<file path="config.mk">
export PLATFORM = sky130hd
export DESIGN_NAME = xdl_exec
export DESIGN_NICKNAME = d
export VERILOG_FILES = /design/src/xdl_exec.v
export VERILOG_INCLUDE_DIRS = /design/src
export SDC_FILE = /design/constraint.sdc
export NUM_CORES = 1
export LEC_CHECK = 0
export BUFFER_PORTS_ARGS = -buffer_cell sky130_fd_sc_hd__buf_2
export CAP_MARGIN = 25
export CORE_MARGIN = 4
export CORE_UTILIZATION = 45
export CTS_CLUSTER_DIAMETER = 200
export DETAILED_ROUTE_END_ITERATION = 10
export HOLD_SLACK_MARGIN = 0.05
export PLACE_DENSITY = 0.78
export SLEW_MARGIN = 20
export SYNTH_ARGS = -nofsm -noshare
export SYNTH_HDL_FRONTEND = slang
export SYNTH_SLANG_ARGS = --single-unit
</file>
<file path="constraint.sdc">
create_clock -name core_clk_in -period 4.6 [get_ports core_clk_in]
set_input_delay 0.23 -clock core_clk_in [delete_from_list [all_inputs] [get_ports core_clk_in]]
set_output_delay 0.23 -clock core_clk_in [all_outputs]
set_load 0.02 [all_outputs]
</file>
<file path="src/xdl_map.vh">
`ifndef XDL_MAP_VH
`define XDL_MAP_VH
// register word indices; the bus byte address is index times four
`define XDL_IDX_PORT_A_DIR   8'h12
`define XDL_IDX_PORT_B_DIR   8'h13
`define XDL_IDX_PORT_C_DIR   8'h14
`define XDL_IDX_ACCUM        8'h20
`define XDL_IDX_STATUS       8'h21
`define XDL_IDX_OPERAND      8'h22
`define XDL_IDX_COMMAND      8'h23
`define XDL_IDX_FILE_DATA    8'h24
// command codes
`define XDL_CMD_DIR_LOAD     2'h1
`define XDL_CMD_LIT_XOR      2'h2
`define XDL_CMD_FILE_XOR     2'h3
// direction selectors
`define XDL_SEL_PORT_A       8'h05
`define XDL_SEL_PORT_B       8'h06
`define XDL_SEL_PORT_C       8'h07
// field positions
`define XDL_ST_ZERO          2
`define XDL_ST_DCARRY        1
`define XDL_ST_CARRY         0
`define XDL_OP_DEST          7
// reset values
`define XDL_DIR_RESET        8'hff
`define XDL_RESET_BYTE       8'h00
`endif

</file>
<file path="src/xdl_exec.v">
`timescale 1ns/1ps
`include "xdl_map.vh"
module xdl_exec (
  input  wire        core_clk_in,
  input  wire        rst_in,
  input  wire [9:0]  avs_address_in,
  input  wire        avs_read_in,
  input  wire        avs_write_in,
  input  wire [31:0] avs_writedata_in,
  input  wire [3:0]  avs_byteenable_in,
  output reg  [31:0] avs_readdata_out,
  output reg         avs_waitrequest_out,
  output reg         file_we_out,
  output reg  [6:0]  file_addr_out,
  output reg  [7:0]  file_wdata_out,
  output reg  [7:0]  port_a_direction_out,
  output reg  [7:0]  port_b_direction_out,
  output reg  [7:0]  port_c_direction_out,
  output reg  [7:0]  accum_out,
  output reg         zero_flag_out
);

  // word index from byte address
  function [7:0] xdl_index;
    input [9:0] addr;
    begin
      xdl_index = addr[9:2];
    end
  endfunction

  // zero test of an 8-bit result, shared by both xor commands
  function xdl_is_zero;
    input [7:0] val;
    begin
      xdl_is_zero = (val == 8'h00);
    end
  endfunction

  // direction register picked by a load operand, 2'h3 when none
  function [1:0] xdl_dir_pick;
    input [7:0] op;
    begin
      if (op == `XDL_SEL_PORT_A) begin
        xdl_dir_pick = 2'h0;
      end else if (op == `XDL_SEL_PORT_B) begin
        xdl_dir_pick = 2'h1;
      end else if (op == `XDL_SEL_PORT_C) begin
        xdl_dir_pick = 2'h2;
      end else begin
        xdl_dir_pick = 2'h3;
      end
    end
  endfunction

  // read value by word index; unmapped and command read zero
  function [31:0] xdl_read_mux;
    input [7:0] sel;
    input [7:0] dir_a;
    input [7:0] dir_b;
    input [7:0] dir_c;
    input [7:0] acc;
    input [2:0] st;
    input [7:0] op;
    input [7:0] fd;
    begin
      if (sel == `XDL_IDX_PORT_A_DIR) begin
        xdl_read_mux = {24'h0, dir_a};
      end else if (sel == `XDL_IDX_PORT_B_DIR) begin
        xdl_read_mux = {24'h0, dir_b};
      end else if (sel == `XDL_IDX_PORT_C_DIR) begin
        xdl_read_mux = {24'h0, dir_c};
      end else if (sel == `XDL_IDX_ACCUM) begin
        xdl_read_mux = {24'h0, acc};
      end else if (sel == `XDL_IDX_STATUS) begin
        xdl_read_mux = {29'h0, st};
      end else if (sel == `XDL_IDX_OPERAND) begin
        xdl_read_mux = {24'h0, op};
      end else if (sel == `XDL_IDX_FILE_DATA) begin
        xdl_read_mux = {24'h0, fd};
      end else begin
        xdl_read_mux = 32'h0;
      end
    end
  endfunction

  reg  [7:0] port_a_direction_q;
  reg  [7:0] port_b_direction_q;
  reg  [7:0] port_c_direction_q;
  reg  [7:0] accum_q;
  reg  [2:0] status_q;
  reg  [7:0] operand_q;
  reg  [7:0] file_data_q;
  reg        ack_q;
  wire [7:0] idx;
  wire       wr_go;
  wire       rd_go;
  wire [7:0] lit_res;
  wire [7:0] file_res;
  wire [1:0] dir_pick;

  assign idx      = xdl_index(avs_address_in);
  assign wr_go    = avs_write_in && !ack_q && avs_byteenable_in[0];
  assign rd_go    = avs_read_in && !ack_q;
  assign lit_res  = accum_q ^ operand_q;
  assign file_res = accum_q ^ file_data_q;
  assign dir_pick = xdl_dir_pick(operand_q);

  // one wait cycle per access, answered on the next edge
  always @(posedge core_clk_in or posedge rst_in) begin
    if (rst_in) begin
      ack_q <= 1'b0;
    end else begin
      ack_q <= (avs_read_in || avs_write_in) && !ack_q;
    end
  end

  // register writes and command execution
  always @(posedge core_clk_in or posedge rst_in) begin
    if (rst_in) begin
      port_a_direction_q <= `XDL_DIR_RESET;
      port_b_direction_q <= `XDL_DIR_RESET;
      port_c_direction_q <= `XDL_DIR_RESET;
      accum_q            <= `XDL_RESET_BYTE;
      status_q           <= 3'h0;
      operand_q          <= `XDL_RESET_BYTE;
      file_data_q        <= `XDL_RESET_BYTE;
      file_we_out        <= 1'b0;
      file_addr_out      <= 7'h00;
      file_wdata_out     <= `XDL_RESET_BYTE;
    end else begin
      file_we_out <= 1'b0;
      if (wr_go) begin
        if (idx == `XDL_IDX_PORT_A_DIR) begin
          port_a_direction_q <= avs_writedata_in[7:0];
        end else if (idx == `XDL_IDX_PORT_B_DIR) begin
          port_b_direction_q <= avs_writedata_in[7:0];
        end else if (idx == `XDL_IDX_PORT_C_DIR) begin
          port_c_direction_q <= avs_writedata_in[7:0];
        end else if (idx == `XDL_IDX_ACCUM) begin
          accum_q <= avs_writedata_in[7:0];
        end else if (idx == `XDL_IDX_STATUS) begin
          status_q <= avs_writedata_in[2:0];
        end else if (idx == `XDL_IDX_OPERAND) begin
          operand_q <= avs_writedata_in[7:0];
        end else if (idx == `XDL_IDX_FILE_DATA) begin
          file_data_q <= avs_writedata_in[7:0];
        end else if (idx == `XDL_IDX_COMMAND) begin
          case (avs_writedata_in[1:0])
            `XDL_CMD_DIR_LOAD: begin
              // operand is a selector; others ignored; flags kept
              case (dir_pick)
                2'h0: begin
                  port_a_direction_q <= accum_q;
                end
                2'h1: begin
                  port_b_direction_q <= accum_q;
                end
                2'h2: begin
                  port_c_direction_q <= accum_q;
                end
                default: begin
                  port_a_direction_q <= port_a_direction_q;
                end
              endcase
            end
            `XDL_CMD_LIT_XOR: begin
              accum_q <= lit_res;
              status_q[`XDL_ST_ZERO] <= xdl_is_zero(lit_res);
            end
            `XDL_CMD_FILE_XOR: begin
              status_q[`XDL_ST_ZERO] <= xdl_is_zero(file_res);
              if (operand_q[`XDL_OP_DEST]) begin
                file_we_out    <= 1'b1;
                file_addr_out  <= operand_q[6:0];
                file_wdata_out <= file_res;
                file_data_q    <= file_res;
              end else begin
                accum_q <= file_res;
              end
            end
            default: begin
              accum_q <= accum_q;
            end
          endcase
        end
      end
    end
  end

  // read answer and waitrequest, low for one cycle per access
  always @(posedge core_clk_in or posedge rst_in) begin
    if (rst_in) begin
      avs_readdata_out     <= 32'h0;
      avs_waitrequest_out  <= 1'b1;
    end else begin
      avs_waitrequest_out  <= !((avs_read_in || avs_write_in) && !ack_q);
      if (rd_go) begin
        avs_readdata_out <= xdl_read_mux(idx, port_a_direction_q,
          port_b_direction_q, port_c_direction_q, accum_q, status_q,
          operand_q, file_data_q);
      end
    end
  end

  // mirrored outputs, one cycle behind their registers
  always @(posedge core_clk_in or posedge rst_in) begin
    if (rst_in) begin
      port_a_direction_out <= `XDL_DIR_RESET;
      port_b_direction_out <= `XDL_DIR_RESET;
      port_c_direction_out <= `XDL_DIR_RESET;
      accum_out            <= `XDL_RESET_BYTE;
      zero_flag_out        <= 1'b0;
    end else begin
      port_a_direction_out <= port_a_direction_q;
      port_b_direction_out <= port_b_direction_q;
      port_c_direction_out <= port_c_direction_q;
      accum_out            <= accum_q;
      zero_flag_out        <= status_q[`XDL_ST_ZERO];
    end
  end

endmodule // xdl_exec

</file>
==> impl_summary.md, run 1 <==
Logic synthesis
The mean cell area of the mapped netlist is around 11 um2. For this run, asynchronously set or reset flops after synthesis account for 1.00. Yosys mapped the design onto 57 distinct sky130hd cell types. Counting every instance in the synthesized netlist gives 506. The synthesized area is 0.00543 mm2. Counting flops with a built-in enable in the synthesized netlist gives 0. For this run, the leading register cell type out of synthesis is dfrtp_1.

Of the synthesized area, sequential elements account for 0.518. For this run, the number of Yosys warnings is 0. The number of synthesized register bits is 110.

Hold path
The path category of the worst min-delay check is primary input to async pin.

Timing
Static timing analysis puts the maximum clock frequency at 421 MHz. The worst clock skew on the final layout is 0.0102 ns. The minimum period implied by the final worst setup slack is 2.38 ns. The final worst setup slack is 2.22 ns. The setup TNS is 0 ns. The worst hold slack is 0.0261 ns.

Setup repair after global routing left no endpoint under its margin. The period utilization is 0.517. For the pin with the worst max-slew slack, the measured transition is 0.944 ns. The hold violation count in the final report is 0.

The max-slew violation count is 0. The count of final setup violators is 0. Headroom to the max-slew limit came out at 0.369.

Placement
The routability congestion estimate from global placement is 0.964. Timing analysis after detailed placement gives a worst setup slack of roughly 2.2 ns. Port buffering added 78 buffers. Detailed placement finished with a half-perimeter wire length of 10800 um.

Die
For this design the top-level I/O count stands at 132. From left edge to right edge, the die measures 118 um. The initial utilization of the core area, before any placement, comes to 0.468. The standard-cell row count is 39. The area of the placeable core is ~0.012 mm2. The floorplan step defined a die boundary enclosing about 0.014 mm2. From bottom edge to top edge, the die measures 118 um.

Cells and area
Fill cells in the final layout number 1068. The layout cell share with drive strength beyond 1 is 0.315. The number of antenna diodes in the final layout is 0. In the final layout, the multi-input gates occupy 0.00239 mm2.

Relative to the synthesized area, the layout overhead comes to 12.3%. Registers take roughly 0.0028 mm2. The net count reported at finish is 620.

Global routing
The via count of the first global-routing pass is 4251. Entering global routing, the biggest net connects 71 pins. The first global-routing pass estimated 24600 um of wire. The number of antenna violations at the first check in global routing came to 0.

The total overflow left after global routing is 0. The total routing resource utilization after global routing is 0.226.

Clocking
After clock tree synthesis, the repair step resized 0 gates. The CTS tree is done. Clock-pin slew was measured on the worst setup and hold paths at 0.07 ns. The number of buffers added by the clock tree synthesis step is 9. In this run the deepest clock path goes through 2 buffers. The number of hold buffers added after CTS was 0. The clock network latency to the later pin of the worst-skew pair is roughly 0.35 ns.

The number of H-tree levels is 3. The buffers inserted during post-CTS setup optimization is 0. In this run the clock root is driven by a clkbuf_16. The total number of clock tree sinks is between 100 and 150.

Critical path
The critical path in this run is classified as flip-flop to flip-flop. The worst register-to-register path begins at operand_q[5]. Along the worst path, the maximum fanout reaches 16.

The worst stage delay on the critical path is 0.85 ns. In this run the worst setup path begins at operand_q[5]. STA puts the critical path data arrival time at 2.65 ns. The worst setup path is captured at a flip-flop. The critical path goes through nor4b_1, nand4_1, a211oi_2, nor2_1, a21oi_1. The cell type of the slowest stage on the worst timing path is a211oi_2. The worst setup path is launched from a flip-flop. Data on the critical path is required at its endpoint by about 4.9 ns.

Route
The number of detailed-routing iterations run before antenna repair is 5. The routed length per instance is ~22 um. In the routed design, unresolved DRC markers number 0. The routed design has 15700 um of wire. The detailed router's first-iteration violation count is 472. The detail route stage leaves a number of antenna-violating nets equal to 0. The routed via count is 4317. The routed via count divided by cell count is 6.01.

Power and ir drop
Summed over all cells, the static leakage comes to 2.80 nW. The peak ir drop on the vdd network is between 0.0001 and 0.00015 V. The ratio of total power to cell area is 318 mW/mm2.

Flow run
The tool flagged a number of max-cap violations equal to 0.

Outcome
The flow ran to the end, and the final reports show no timing, DRC or antenna violations.
-- logic make-up after synthesis --
family / after synthesis / synth area share
AO/OA/AOI/OAI: 160 / 0.197
XOR/XNOR: 16 / 0.0258
buffers and inverters: 57 / 0.0576
flip-flops: 110 / 0.518
multiplexers: 38 / 0.0758
other: 1 / 0.000690
AND/OR/NAND/NOR: 124 / 0.126
-- cell usage after synthesis (all sizes together), types with 7 or more instances --
cell     number  area [um2]
a21oi        46         230
clkbuf       20        75.1
nor2         33         124
mux2         25         282
o21ai        26         130
nand2b       15        93.8
o22ai        17         106
nand2        19        71.3
dfstp        49        1290
dfrtp        61        1530
nor2b        12        75.1
mux2i        13         130
o22a          7        61.3
buf          33         223
nand3        14        70.1
xnor2        15         131
o21a          8        60.1
a31oi         8        50.1
a2bb2oi      19         166
-- path summary, 6_finish.rpt --
| path | end | slack, ns | cells after the start |
|---|---|---|---|
| hold / removal | accum_out[2] | 0.03 | 2 |
| setup / recovery | port_b_direction_q[7] | 2.22 | 5 |
| setup reg to reg | port_b_direction_q[7] | 2.22 | 5 |
| max in group asynchronous | port_a_direction_q[1] | 3.52 | 3 |
| hold reg to reg | port_a_direction_out[6] | 0.38 | 0 |
| min in group core_clk_in | avs_waitrequest_out | 0.21 | 3 |
-- layer usage --
layer	track usage	routed length [um]
met3	0.0442	1140
met2	0.352	7450
met5	0	0
met4	0.0769	369
met1	0.315	6730
-- state kept, by name (all words and copies together), names as in the netlist, 3 cells and up --
| register | cells |
|---|---|
| accum_out | 8 |
| accum_q | 8 |
| avs_readdata_out | 8 |
| file_data_q | 8 |
| file_wdata_out | 8 |
| operand_q | 8 |
| port_a_direction_out | 8 |
| port_a_direction_q | 8 |
| port_b_direction_out | 8 |
| port_b_direction_q | 8 |
| port_c_direction_out | 8 |
| port_c_direction_q | 8 |
| file_addr_out | 7 |
| status_q | 3 |
-- where the power goes --
part	leakage, nW	internal [W]	total, W	switching, W
logic	1.34	0.0000524	0.000188	0.000136
clock network	0.126	0.000382	0.000723	0.000341
registers	1.34	0.00101	0.00103	0.0000195
-- cell type report --
| cell class | instances | share of cell area |
|---|---|---|
| well taps | 143 | 0.0293 |
| flip-flops and latches | 110 | 0.461 |
| repair buffers | 83 | 0.0701 |
| clock inverters | 3 | 0.00328 |
| inverters | 4 | 0.00287 |
| clock buffers | 13 | 0.0410 |
| multi-input cells | 362 | 0.392 |
-- through the flow --
stage / instances / instance area [um2] / utilization / total power [W]
floorplan: 529 / 5520 / - / 0.00117
global placement: 702 / 5830 / 0.502 / 0.00123
detailed placement: 702 / 5830 / 0.502 / 0.00123
CTS: 718 / 6100 / 0.525 / 0.00195
global route: 718 / 6100 / 0.525 / 0.00201
finish: 718 / 6100 / 0.525 / 0.00194
-- worst max-delay path: cells and delay by family (launching register included) --
kind	cells	cell delay (ns)
AOI/OAI and AO/OA	2	1.01
and+or+nand+nor	3	0.80
DFF	1	0.49
-- layout by cell type (no fill, tap or decap), types with 4 or more instances in the layout --
master      n
buf_2      78
dfrtp_1    61
a21oi_1    46
xnor2_1    15
a2bb2oi_1  19
nand4_1     6
nor3_1      4
o32ai_1     4
nand2b_1   15
nor2b_1    12
mux2_2     24
a31oi_1     8
conb_1     24
o21ai_0    25
o22ai_1    17
clkbuf_16   9
nor2_1     33
nand2_1    19
a22oi_1     6
nand3_1    14
buf_4       5
dfstp_2    49
o21a_1      8
o22a_1      7
mux2i_1    13
No activity file was read; power rests on OpenSTA's default activity.
==> inputs of run 2 (changes only) <==
clock period = 2.3 ns   (was 4.6 ns; I/O delays follow)
==> run 2 against run 1 <==
Cell count increased by 3.8%. Wire length increased by 2.0%. Power is 110% higher. Maximum frequency increased by 13%. Hold slack gained 0.061 ns. Clock power up 120%. Via count up 2.9%. Register-to-register slack got worse by 2.0 ns. Non-clock buffer count grew 27. Sequential share of layout area is 1.9 points lower. Combinational power grew 110%. Clock-buffer cell count unchanged. Largest cell class unchanged. Largest power group unchanged.
==> impl_summary.md, run 2 (same netlist as run 1, synthesis figures left out) <==
Critical path
The type of element capturing the critical path is a flip-flop. STA classifies the critical path startpoint as a flip-flop. For this run, the slowest stage of the critical path takes 0.48 ns. The setup slack on the worst flop-to-flop path is 0.20 ns. By startpoint and endpoint, the worst setup path is classified as flip-flop to flip-flop.

The critical register-to-register path endpoint is port_a_direction_q[7]. For the worst flop-to-flop path, the logic depth is 6. Broken down by cell family, the worst path's largest delay share belongs to simple AND/OR/NAND/NOR gates. In this run the critical register-to-register path is launched from operand_q[5]. The highest fanout seen on the critical path is 8. The cell type of the slowest stage on the worst timing path is dfrtp_1. The worst path required time is 2.56 ns. The critical path goes through nor4b_1, nand4_1, or3b_1, buf_4, o22ai_1, a2bb2oi_1. The number of buffer and inverter instances along the worst setup path is 1.

The data arrival time of the critical path is ~2.4 ns.

Timing
The routed design could run at a clock period as short as around 2.1 ns. The hold violation count in the final report is 0. The count of final setup violators is 0.

Setup repair after global routing left no endpoint under its margin. The setup TNS is 0 ns. The clock arrives with about 0.007 ns of skew. At the pin with the least slew margin, the transition time is roughly 0.67 ns. The max-slew violation count is 0. The achievable frequency is approximately 480 MHz. The period utilization is 0.914. Measured against its own limit, the worst slew margin works out to 0.554.

Route
After detailed routing, the average wire length per cell comes to 21.5 um. Using the TritonRoute via totals, the vias-per-cell ratio works out to 5.97. The routed via count is 4444. The detail route stage leaves a number of antenna-violating nets equal to 0.

The residual DRC count is 0. For this block, the routed nets add up to 16000 um of wire. After the first detailed-routing iteration, the DRC count stood at 380.

The number of detailed-routing iterations run before antenna repair is 6.

Clocking
The clock network latency to the later pin of the worst-skew pair is 0.36 ns. The clock passes through at most 2 buffers. The total number of clock tree sinks is 110.

In this run the post-CTS setup repair buffer count came out at 0. The clock tree synthesis step divided the H-tree into 3 levels. CTS placed an instance of clkbuf_16 at the clock tree root. Buffers inserted during clock tree synthesis total 9.

The clock edge transition at the registers on the reported setup and hold paths is ~0.07 ns. TritonCTS built the clock tree.

Die
The floorplan step set the die height to 118 um. Row generation in the floorplan step produced 39 rows. The die width is 118 um. The initial utilization of the core area, before any placement, comes to 0.468. The count of boundary I/O pins is ~130. The die area is 0.0139 mm2.

The floorplan step defined a core boundary enclosing ~0.012 mm2.

Power and ir drop
VDD sags by at most 0.000356 V. The ratio of total power to cell area is 633 mW/mm2. The analysis attributes to cell leakage a power of 2.96 nW.

Global routing
For this run, the total global-route usage over all layers was measured as 0.234. Summed over all layers, the global routing overflow is 0. The number of antenna violations at the first check in global routing is 0.

The via count of the first global-routing pass was 4430. The first global-routing pass estimated 25300 um of wire. The maximum number of pins on one net before global-route repair is 111.

Cells and area
The finished layout holds 745 standard cells, fillers aside. The cell area after layout is approximately 0.0064 mm2. At the end of the flow, the number of nets in the layout was 647. The final-layout fill cell count is 1027. The number of antenna diodes in the final layout is 0. The leading cell type in the layout, fill and taps excluded is buf_2. The area growth from synthesis to layout is 17.1%. The layout cell share with drive strength beyond 1 is 0.346. The library cells used most frequently in the layout, excluding fill and tap cells, are buf_2 (78), dfrtp_1 (61), dfstp_2 (49), a21oi_1 (46), nor2_1 (33).

Placement
The count of input and output buffers is approximately 80. The cell area after placement is 0.00604 mm2. The placed instance count is 728. Once detailed placement completed, the half-perimeter wirelength came to about 11000 um. Routability-driven placement finished with a final weighted congestion of 1.06.

Hold path
The hold path depth is 3. The destination of the worst hold path is avs_waitrequest_out. The path category of the worst min-delay check is primary input to flip-flop. The startpoint of the lowest-slack hold path is avs_read_in.

Outcome
The flow ran to the end, and the final reports show no timing, DRC or antenna violations.

Flow run
The reported max-cap violation count is 0.
run 2: cell count changes in the layout (fill, tap and decap cells not counted), sizes merged:
cell | previous run | this run
clkinv | 1 | 2
dlygate4sd3 | 0 | 1
buf | 83 | 109
clkinvlp | 2 | 1
bufinv | 0 | 1
inv | 4 | 3
run 2: worst register-to-register path: cells and delay by family, from the launching register on:
kind,cells,cell delay (ns)
flip-flops,1,0.48
AND/OR/NAND/NOR,3,1.04
buffers and inverters,1,0.20
AO/OA/AOI/OAI,2,0.29
run 2: timing repair:
action | CTS | global route
hold endpoints to repair | 61 | 0
hold buffers | 1 | 0
resized for setup | 0 | 1
endpoints found under the setup margin | 0 | 4
run 2: stage by stage:
stage               hold slack [ns]  utilization  worst slack, ns  power [W]
global placement              0.316        0.520            0.295    0.00247
global route                  0.105        0.548           0.0334    0.00418
floorplan                     0.266            -            0.421    0.00235
CTS                          0.0815        0.547            0.218    0.00405
detailed placement            0.331        0.520            0.239    0.00247
finish                       0.0867        0.548            0.197    0.00403
run 2: layout make-up:
cell class	count	area, um2	share of cell area
clock buffers	13	260	0.0409
inverters	4	18.8	0.00295
well taps	143	179	0.0281
repair buffers	110	646	0.101
multi-input cells	362	2400	0.377
flip-flops and latches	110	2810	0.442
clock inverters	3	43.8	0.00688
run 2: worst max path at each step:
stage,cells past startpoint,to,from
floorplan,6,port_a_direction_q[0],operand_q[3]
detailed placement,5,port_a_direction_q[6],operand_q[5]
CTS,6,port_a_direction_q[7],operand_q[5]
global placement,5,port_a_direction_q[7],operand_q[5]
global route,5,port_a_direction_q[5],operand_q[5]
finish,6,port_a_direction_q[7],operand_q[5]
run 2: power by group:
group          internal (W)  leakage [nW]  switching (W)
Combinational      0.000121          1.48       0.000274
Clock              0.000905         0.150       0.000679
Sequential          0.00201          1.34      0.0000364
run 2: routing by layer:
| metal | up-vias | share of wire | GRT usage |
|---|---|---|---|
| met1 | 2184 | 0.42 | 0.316 |
| met2 | 217 | 0.46 | 0.369 |
| met5 | - | 0 | 0 |
| met4 | 0 | 0.042 | 0.123 |
| met3 | 54 | 0.071 | 0.0312 |
| li1 | 1989 | - | - |
